`src/ebc_regs.svh`:
```
// field positions of the per chip select timing control word
// assumes one word of EBC_CFG_W bits per chip select, packed low first
`ifndef EBC_REGS_SVH
`define EBC_REGS_SVH

`define EBC_CFG_W        14
`define EBC_AB_BASE_BIT  0
`define EBC_WIN_EXT_LSB  1
`define EBC_CMD_LSB      3
`define EBC_WSU_BIT      5
`define EBC_ACC_LSB      6
`define EBC_HOLD_LSB     11
`define EBC_RDY_EN_BIT   13
`define EBC_ACC_W        5
`define EBC_CNT_W        6
`define EBC_CNT_MAX      6'h3F

`endif

```
`src/ebc_pkg.sv`:
```
// types shared by the external bus cycle sequencer
// assumes nothing beyond a SystemVerilog compiler
`default_nettype none

package ebc_pkg;

    typedef enum logic [5:0] {
        EBC_IDLE = 6'b00_0001,
        EBC_AB   = 6'b00_0010,
        EBC_C    = 6'b00_0100,
        EBC_D    = 6'b00_1000,
        EBC_E    = 6'b01_0000,
        EBC_F    = 6'b10_0000
    } ebc_state_t;

endpackage

`default_nettype wire

```
`src/ebc_bus_cycle.sv`:
```
// external bus cycle sequencer: five programmable phases per cycle
// assumes timing words and requests come from logic on mclk_i
//
// Contract
// RQ1: phases run AB, C, D, E, F in order
// RQ2: phase lengths from selected chip select timing
// RQ3: setup 1-2 cycles, plus 0-3 on window change
// RQ4: command 0-3 cycles, access 1-32 cycles
// RQ5: write setup or turnaround 0-1 cycle
// RQ6: hold phase 0-3 cycles
// RQ7: ready input may stretch access when enabled
// RQ8: reference clock only with system source, driver
// RQ9: stretched access ends on sampled ready after minimum
`include "ebc_regs.svh"
`default_nettype none

module ebc_bus_cycle #(
    parameter int NCS    = 4,
    parameter int ADDR_W = 24,
    parameter int WIN_W  = 8
) (
    // clock and reset
    input  wire logic                    mclk_i,
    input  wire logic                    rstn_i,
    // per chip select timing control words
    input  wire logic [NCS*`EBC_CFG_W-1:0] chip_select_timing_control_i,
    // cycle request
    input  wire logic                    req_i,
    input  wire logic [$clog2(NCS)-1:0]  cs_i,
    input  wire logic [ADDR_W-1:0]       addr_i,
    input  wire logic                    wr_i,
    // external ready pin, active low
    input  wire logic                    ready_n_i,
    // reference clock control
    input  wire logic                    clk_src_sys_i,
    input  wire logic                    hs_drv_en_i,
    // cycle status and bus outputs
    output logic                         idle_o,
    output logic [4:0]                   phase_o,
    output logic                         done_o,
    output logic [$clog2(NCS)-1:0]       cs_o,
    output logic [ADDR_W-1:0]            addr_o,
    output logic                         wr_o,
    // reference clock output
    output logic                         reference_clock_output_o
);

    localparam int CSW = $clog2(NCS);
    logic rst_meta_reg;
    logic rst_sync_n;
    always_ff @(posedge mclk_i or negedge rstn_i)
    begin
        if (!rstn_i)
        begin
            rst_meta_reg <= 1'b0;
            rst_sync_n   <= 1'b0;
        end
        else
        begin
            rst_meta_reg <= 1'b1;
            rst_sync_n   <= rst_meta_reg;
        end
    end

    logic ready_n_f;
    ebc_sync #(
        .RST_VAL (1'b1)
    ) u_ready_sync (
        .clk_i   (mclk_i),
        .rstn_i  (rst_sync_n),
        .pin_i   (ready_n_i),
        .level_o (ready_n_f)
    );
    logic [`EBC_CFG_W-1:0] sel_cfg;
    assign sel_cfg = chip_select_timing_control_i[cs_i*`EBC_CFG_W +: `EBC_CFG_W]; // RQ2
    ebc_pkg::ebc_state_t    state_reg;
    ebc_pkg::ebc_state_t    state_next;
    logic [`EBC_CNT_W-1:0]  cnt_reg;
    logic [`EBC_CNT_W-1:0]  cnt_next;
    logic [`EBC_CFG_W-1:0]  cfg_reg;
    logic [`EBC_CFG_W-1:0]  cfg_next;
    logic [2:0]             ab_len_reg;
    logic [2:0]             ab_len_next;
    logic [WIN_W-1:0]       win_reg;
    logic [WIN_W-1:0]       win_next;
    logic                   win_vld_reg;
    logic                   win_vld_next;
    logic [CSW-1:0]         cs_reg;
    logic [CSW-1:0]         cs_next;
    logic [ADDR_W-1:0]      addr_reg;
    logic [ADDR_W-1:0]      addr_next;
    logic                   wr_reg;
    logic                   wr_next;
    logic                   done_reg;
    logic                   done_next;
    logic                   refclk_reg;
    logic                   refclk_next;
    logic [1:0]            cmd_len;
    logic                  wsu_len;
    logic [`EBC_CNT_W-1:0] acc_len;
    logic [1:0]            hold_len;
    logic                  rdy_en;
    logic                  start;
    logic                  win_change;
    logic [2:0]            ab_new;
    assign cmd_len  = cfg_reg[`EBC_CMD_LSB +: 2];
    assign wsu_len  = cfg_reg[`EBC_WSU_BIT];
    assign acc_len  = {1'b0, cfg_reg[`EBC_ACC_LSB +: `EBC_ACC_W]} + 6'h01; // RQ4
    assign hold_len = cfg_reg[`EBC_HOLD_LSB +: 2];
    assign rdy_en   = cfg_reg[`EBC_RDY_EN_BIT];
    assign start    = req_i && (state_reg == ebc_pkg::EBC_IDLE);
    // first cycle after reset counts as a window change
    assign win_change = !win_vld_reg || (win_reg != addr_i[ADDR_W-1 -: WIN_W]);
    assign ab_new     = {2'b00, sel_cfg[`EBC_AB_BASE_BIT]} + 3'h1
                      + (win_change ? {1'b0, sel_cfg[`EBC_WIN_EXT_LSB +: 2]} : 3'h0); // RQ3

    always_comb
    begin
        state_next   = state_reg;
        cnt_next     = cnt_reg;
        cfg_next     = cfg_reg;
        ab_len_next  = ab_len_reg;
        win_next     = win_reg;
        win_vld_next = win_vld_reg;
        cs_next      = cs_reg;
        addr_next    = addr_reg;
        wr_next      = wr_reg;
        done_next    = 1'b0;
        unique case (state_reg)
            ebc_pkg::EBC_IDLE:
            begin
                if (start)
                begin
                    cfg_next     = sel_cfg; // RQ2
                    ab_len_next  = ab_new;
                    cnt_next     = {3'h0, ab_new} - 6'h01; // RQ3
                    win_next     = addr_i[ADDR_W-1 -: WIN_W];
                    win_vld_next = 1'b1;
                    cs_next      = cs_i;
                    addr_next    = addr_i;
                    wr_next      = wr_i;
                    state_next   = ebc_pkg::EBC_AB; // RQ1
                end
            end
            ebc_pkg::EBC_AB, ebc_pkg::EBC_C, ebc_pkg::EBC_D:
            begin
                if (cnt_reg != 6'h00)
                begin
                    cnt_next = cnt_reg - 6'h01;
                end
                else if (state_reg == ebc_pkg::EBC_AB && cmd_len != 2'h0)
                begin
                    state_next = ebc_pkg::EBC_C; // RQ1
                    cnt_next   = {4'h0, cmd_len} - 6'h01; // RQ4
                end
                else if (state_reg != ebc_pkg::EBC_D && wsu_len)
                begin
                    state_next = ebc_pkg::EBC_D; // RQ5
                    cnt_next   = 6'h00;
                end
                else
                begin
                    state_next = ebc_pkg::EBC_E; // RQ1
                    cnt_next   = acc_len - 6'h01; // RQ4
                end
            end
            ebc_pkg::EBC_E:
            begin
                if (cnt_reg != 6'h00)
                begin
                    cnt_next = cnt_reg - 6'h01;
                end
                else if (!rdy_en || !ready_n_f) // RQ7 RQ9
                begin
                    if (hold_len != 2'h0)
                    begin
                        state_next = ebc_pkg::EBC_F; // RQ6
                        cnt_next   = {4'h0, hold_len} - 6'h01;
                    end
                    else
                    begin
                        state_next = ebc_pkg::EBC_IDLE;
                        done_next  = 1'b1;
                    end
                end
            end
            ebc_pkg::EBC_F:
            begin
                if (cnt_reg != 6'h00)
                begin
                    cnt_next = cnt_reg - 6'h01;
                end
                else
                begin
                    state_next = ebc_pkg::EBC_IDLE; // RQ6
                    done_next  = 1'b1;
                end
            end
            default:
            begin
                state_next = ebc_pkg::EBC_IDLE;
            end
        endcase
    end

    // divided by two so the pin copy can come from a flop
    always_comb
    begin
        refclk_next = (clk_src_sys_i && hs_drv_en_i) ? !refclk_reg : 1'b0; // RQ8
    end

    always_ff @(posedge mclk_i or negedge rst_sync_n)
    begin
        if (!rst_sync_n)
        begin
            state_reg   <= ebc_pkg::EBC_IDLE;
            cnt_reg     <= 6'h00;
            cfg_reg     <= '0;
            ab_len_reg  <= 3'h1;
            win_reg     <= '0;
            win_vld_reg <= 1'b0;
            cs_reg      <= '0;
            addr_reg    <= '0;
            wr_reg      <= 1'b0;
            done_reg    <= 1'b0;
            refclk_reg  <= 1'b0;
        end
        else
        begin
            state_reg   <= state_next;
            cnt_reg     <= cnt_next;
            cfg_reg     <= cfg_next;
            ab_len_reg  <= ab_len_next;
            win_reg     <= win_next;
            win_vld_reg <= win_vld_next;
            cs_reg      <= cs_next;
            addr_reg    <= addr_next;
            wr_reg      <= wr_next;
            done_reg    <= done_next;
            refclk_reg  <= refclk_next;
        end
    end

    assign idle_o                   = state_reg[0];
    assign phase_o                  = state_reg[5:1];
    assign done_o                   = done_reg;
    assign cs_o                     = cs_reg;
    assign addr_o                   = addr_reg;
    assign wr_o                     = wr_reg;
    assign reference_clock_output_o = refclk_reg;

    // helper: cycles spent in the current phase, saturating
    logic [`EBC_CNT_W-1:0] ph_cnt_reg;

    always_ff @(posedge mclk_i or negedge rst_sync_n)
    begin
        if (!rst_sync_n)
            ph_cnt_reg <= 6'h01;
        else if (state_next != state_reg)
            ph_cnt_reg <= 6'h01;
        else if (ph_cnt_reg != `EBC_CNT_MAX)
            ph_cnt_reg <= ph_cnt_reg + 6'h01;
    end

    phase_order_a: assert property (@(posedge mclk_i) disable iff (!rst_sync_n) // RQ1
        (state_reg == ebc_pkg::EBC_AB) |=> (state_reg inside
            {ebc_pkg::EBC_AB, ebc_pkg::EBC_C, ebc_pkg::EBC_D, ebc_pkg::EBC_E}))
        else $error("bus phase left address setup out of order");
    cfg_latch_a: assert property (@(posedge mclk_i) disable iff (!rst_sync_n) // RQ2
        start |=> (cfg_reg == $past(sel_cfg)))
        else $error("timing word of selected chip select not taken");
    ab_len_a: assert property (@(posedge mclk_i) disable iff (!rst_sync_n) // RQ3
        (state_reg == ebc_pkg::EBC_AB && state_next != ebc_pkg::EBC_AB)
            |-> (ph_cnt_reg == {3'h0, ab_len_reg} && ab_len_reg >= 3'h1 && ab_len_reg <= 3'h5))
        else $error("address setup length wrong");
    cmd_len_a: assert property (@(posedge mclk_i) disable iff (!rst_sync_n) // RQ4
        (state_reg == ebc_pkg::EBC_C && state_next != ebc_pkg::EBC_C)
            |-> (ph_cnt_reg == {4'h0, cmd_len}))
        else $error("command delay length wrong");
    acc_min_a: assert property (@(posedge mclk_i) disable iff (!rst_sync_n) // RQ4
        (state_reg == ebc_pkg::EBC_E && state_next != ebc_pkg::EBC_E)
            |-> (rdy_en ? ph_cnt_reg >= acc_len : ph_cnt_reg == acc_len))
        else $error("access phase length wrong");
    wsu_len_a: assert property (@(posedge mclk_i) disable iff (!rst_sync_n) // RQ5
        (state_reg != ebc_pkg::EBC_D) ##1 (state_reg == ebc_pkg::EBC_D)
            |=> (state_reg == ebc_pkg::EBC_E))
        else $error("write setup phase not one cycle");
    hold_len_a: assert property (@(posedge mclk_i) disable iff (!rst_sync_n) // RQ6
        (state_reg == ebc_pkg::EBC_F && state_next != ebc_pkg::EBC_F)
            |-> (ph_cnt_reg == {4'h0, hold_len} && done_next))
        else $error("hold phase length wrong");
    ready_wait_a: assert property (@(posedge mclk_i) disable iff (!rst_sync_n) // RQ7 RQ9
        (state_reg == ebc_pkg::EBC_E && rdy_en && ready_n_f) |=> (state_reg == ebc_pkg::EBC_E))
        else $error("access ended without ready");
    refclk_gate_a: assert property (@(posedge mclk_i) disable iff (!rst_sync_n) // RQ8
        !(clk_src_sys_i && hs_drv_en_i) |=> !reference_clock_output_o)
        else $error("reference clock driven while disabled");

endmodule

`default_nettype wire

```
`src/ebc_sync.sv`:
```
// three flop synchroniser with agreement filter for a pin input
// assumes the input is asynchronous to clk_i
`default_nettype none

module ebc_sync #(
    parameter logic RST_VAL = 1'b1
) (
    // clock and reset
    input  wire logic clk_i,
    input  wire logic rstn_i,
    // pin and filtered level
    input  wire logic pin_i,
    output logic      level_o
);

    logic s1_reg;
    logic s2_reg;
    logic s3_reg;
    logic level_reg;
    logic level_next;

    // level only moves once the second and third stage agree
    always_comb
    begin
        level_next = (s2_reg == s3_reg) ? s3_reg : level_reg;
    end

    always_ff @(posedge clk_i or negedge rstn_i)
    begin
        if (!rstn_i)
        begin
            s1_reg    <= RST_VAL;
            s2_reg    <= RST_VAL;
            s3_reg    <= RST_VAL;
            level_reg <= RST_VAL;
        end
        else
        begin
            s1_reg    <= pin_i;
            s2_reg    <= s1_reg;
            s3_reg    <= s2_reg;
            level_reg <= level_next;
        end
    end

    assign level_o = level_reg;

endmodule

`default_nettype wire

```
`config.mk`:
```
export PLATFORM = sky130hd
export DESIGN_NAME = ebc_bus_cycle
export DESIGN_NICKNAME = d
export VERILOG_FILES = /design/src/ebc_pkg.sv /design/src/ebc_bus_cycle.sv /design/src/ebc_sync.sv
export VERILOG_INCLUDE_DIRS = /design/src
export SDC_FILE = /design/constraint.sdc
export NUM_CORES = 1
export LEC_CHECK = 0
export BUFFER_PORTS_ARGS = -buffer_cell sky130_fd_sc_hd__buf_2
export CORE_MARGIN = 5
export CORE_UTILIZATION = 35
export DETAILED_ROUTE_END_ITERATION = 6
export GPL_TIMING_DRIVEN = 0
export SLEW_MARGIN = 0
export SYNTH_ARGS = -nofsm -noshare
export SYNTH_HDL_FRONTEND = slang
export SYNTH_SLANG_ARGS = --single-unit
```
`constraint.sdc`:
```
create_clock -name mclk_i -period 1.9 [get_ports mclk_i]
set_clock_uncertainty 0.1 [all_clocks]
set_input_delay 0.285 -clock mclk_i [delete_from_list [all_inputs] [get_ports mclk_i]]
set_output_delay 0.285 -clock mclk_i [all_outputs]
set_load 0.005 [all_outputs]
```
==> metrics <==
outcome=finished with violations; violated checks=negative setup slack; routed vias/inst=5.03; Worst R2R Setup Slack=-0.25 ns; final std cells w/o fill=572; Tot GR Track Use=roughly 16%; Clk Latency, worst-skew pair=0.34 ns; largest net degree at the start of global routing=39; Synth top area share=a little over two fifths; Worst setup EP type=flop; CTS tree=done; critical path arrival=2.27 ns; syn_nets=roughly 390; final hold violation count=0; Top-Level Pins=around 120; Post-synth EDFFs=0; Seq pwr share=between 30 and 40%; Syn Inst Count=299; pwr dens=~1500 nW/um^2; internal cell power=4290 uW; WHS=0.0309 ns; Crit Reg-Reg Startpoint=win_reg[3]; Antenna Nets Post-Route=0; ranking of synthesized cells by area=dfrtp_1, mux4_2, nand2_1, mux2_2, dfstp_2; final antenna diode count=0; Mapped Avg Cell Area=roughly 11 sq um; die area=11,200 sq um; Critical Path End=cnt_reg[2]; cell taking the most area after synthesis=dfrtp_1; Std-Cell Rows=35; Max-Cap Viols=0; Netlist cell types=47; launch point of the worst path=win_reg[3]; root buf cell=clkbuf_8; placed cells=533; Fmax achieved=465 MHz; Post-Syn Area=3200 sq um; fin crit share=113%; DR pass1 iterations=4; worst setup margin=-0.250 ns; Crit Path Class=flop to flop; max-slew violation count=0; worst rel slew slack=58.9%; final wirelength=9230 um; setup violators final=9; Num CTS Buffers=9; Pleak=approximately 0.0023 uW; vias in the first global route=3,060; Die Span X=106 um; clock power share=between 10% and 20%; switch share=38.6%; initial DRC count=130; Worst EP required=2.02 ns; grt total ovfl=0; initial core utilization=35.3%; FFs w/ async S/R, synth=100%; hold path depth=3; worst reg2reg path depth=9; initial antenna violation count=0; max reg flops=16; Peak VDD IR=around 0.77 mV; Yosys reg bits=59; DRC=0; clk sinks=59; clock slew at reported path FFs=0.07 ns; clock buffer depth=2; maximum fanout along the worst path=2; hpwl dp=6720 um; DP Worst Slack=-0.519 ns; final instance area=4700 sq um; sequential area share after synthesis=46.3%; GPL Wtd Cong=around 0.83; fin crit period=2.15 ns; top_reg_cell synth=dfrtp_1; P_sw=2700 uW; PortBufs=122; wire per inst=16.1 um; Ys Warns=0; Worst-Margin Slew=just over 0.6 ns; htree depth=3; first-pass GRT wire length=14,300 um; share of layout cells above drive strength 1=roughly 55%; total power=6980 uW; RSZ-0062 raised after global routing=true; Hold WC Path Type=input port to flop; Placed Area=4070 sq um; crit start category=flop; core area=9060 sq um; area grow syn2layout=46.6%; Via Count=about 2.9k; # nets final=551; chip height=106 um; reg2reg end=cnt_reg[2]; combinational power share=between 50 and 60%
per-stage QoR:
step	utilization (%)	TNS [ns]
final	51.8	-1.66
after floorplan	-	-0.786
after detailed placement	44.9	-15.66
after global routing	51.8	-3.13
after CTS	50.0	-1.47
after global placement	44.7	-50.96
kinds of logic (layout without fill, tap and decap cells):
logic type | count (synthesis) | in the layout | synth area share (%)
simple gates | 122 | 122 | 18.4
flops | 59 | 59 | 46.3
compound gates | 36 | 37 | 7.97
mux | 36 | 36 | 17.6
buf+inv | 24 | 185 | 3.13
xor+xnor | 14 | 14 | 3.83
fa+ha+maj | 7 | 7 | 2.66
other cells | 1 | 1 | 0.117
power by group through the flow:
stage / registers (uW) / clock network (uW) / logic, uW
after floorplan: 2090 / 0 / 1970
after global placement: 2110 / 0 / 2810
after detailed placement: 2100 / 0 / 2890
after CTS: 2120 / 1200 / 3340
after global routing: 2200 / 1260 / 4020
final: 2130 / 1160 / 3690
cell usage in the layout, fill, tap and decap left out, types with 5 or more instances in the layout:
master / count
mux4_2: 14
nand3_1: 6
nor2_1: 12
mux2_2: 19
clkbuf_8: 10
buf_2: 124
nand2_1: 68
xor2_1: 11
buf_6: 10
dfrtp_1: 53
buf_4: 17
a21oi_1: 6
dfstp_2: 5
inv_1: 5
cell type report:
type	instances	area, sq um
well taps	111	139
fillers	816	4370
multi-input cells	217	1850
flip-flops and latches	59	1480
clock buffers	10	138
repair buffers	149	863
plain buffers	12	130
inverters	8	30.0
clock inverters	6	63.8
cells in the mapped netlist (all sizes together), types with 2 or more instances:
library cell and n:
mux2 22, o22a 2, nor2b 3, nand3 10, ha 6, nor4 5, buf 8, o21ai 7
nand2 70, xor2 11, a31oi 2, nor2 14, inv 8, nor4b 3, nor3 3, xnor2 3
nand4 3, a21oi 7, a32o 2, o22ai 3, mux4 14, nand3b 3, nand2b 4, a21o 2
dfstp 5, clkbuf 8, o211ai 3, a22o 2, dfrtp 54
worst min path at each step:
stage | startpoint | to | slack (ns)
final | wr_i | wr_o | 0.03
after global routing | addr_i[8] | addr_o[8] | 0.02
after CTS | addr_i[12] | addr_o[12] | 0.008
after detailed placement | rstn_i | rst_meta_reg | -0.03
after global placement | rstn_i | rst_meta_reg | -0.03
after floorplan | rstn_i | rst_meta_reg | -0.11
metal layers:
| layer | global-route usage (%) | vias to the layer above | share of wire, % |
|---|---|---|---|
| li1 | - | 1367 | - |
| met4 | 6.20 | 0 | 1.6 |
| met5 | 0 | - | 0 |
| met3 | 5.39 | 14 | 6.9 |
| met1 | 19.3 | 1390 | 40 |
| met2 | 27.0 | 106 | 52 |
critical path, cell delays in order, from the launching register on:
cell and delay (ns):
dfrtp_1 0.40, xor2_1 0.16, nor4_2 0.30, nand3_1 0.15, nor4_4 0.22, nor2b_1 0.09, ha_2 0.19, ha_4 0.15
a211oi_2 0.17, o211ai_1 0.10
timing repair:
item,CTS,global route
hold endpoints to repair,3,0
setup buffers,17,6
hold buffers,2,0
pin swaps,15,13
resized for setup,29,30
cloned,1,1
setup endpoints to repair,47,31
No activity file was read; power rests on OpenSTA's default activity.
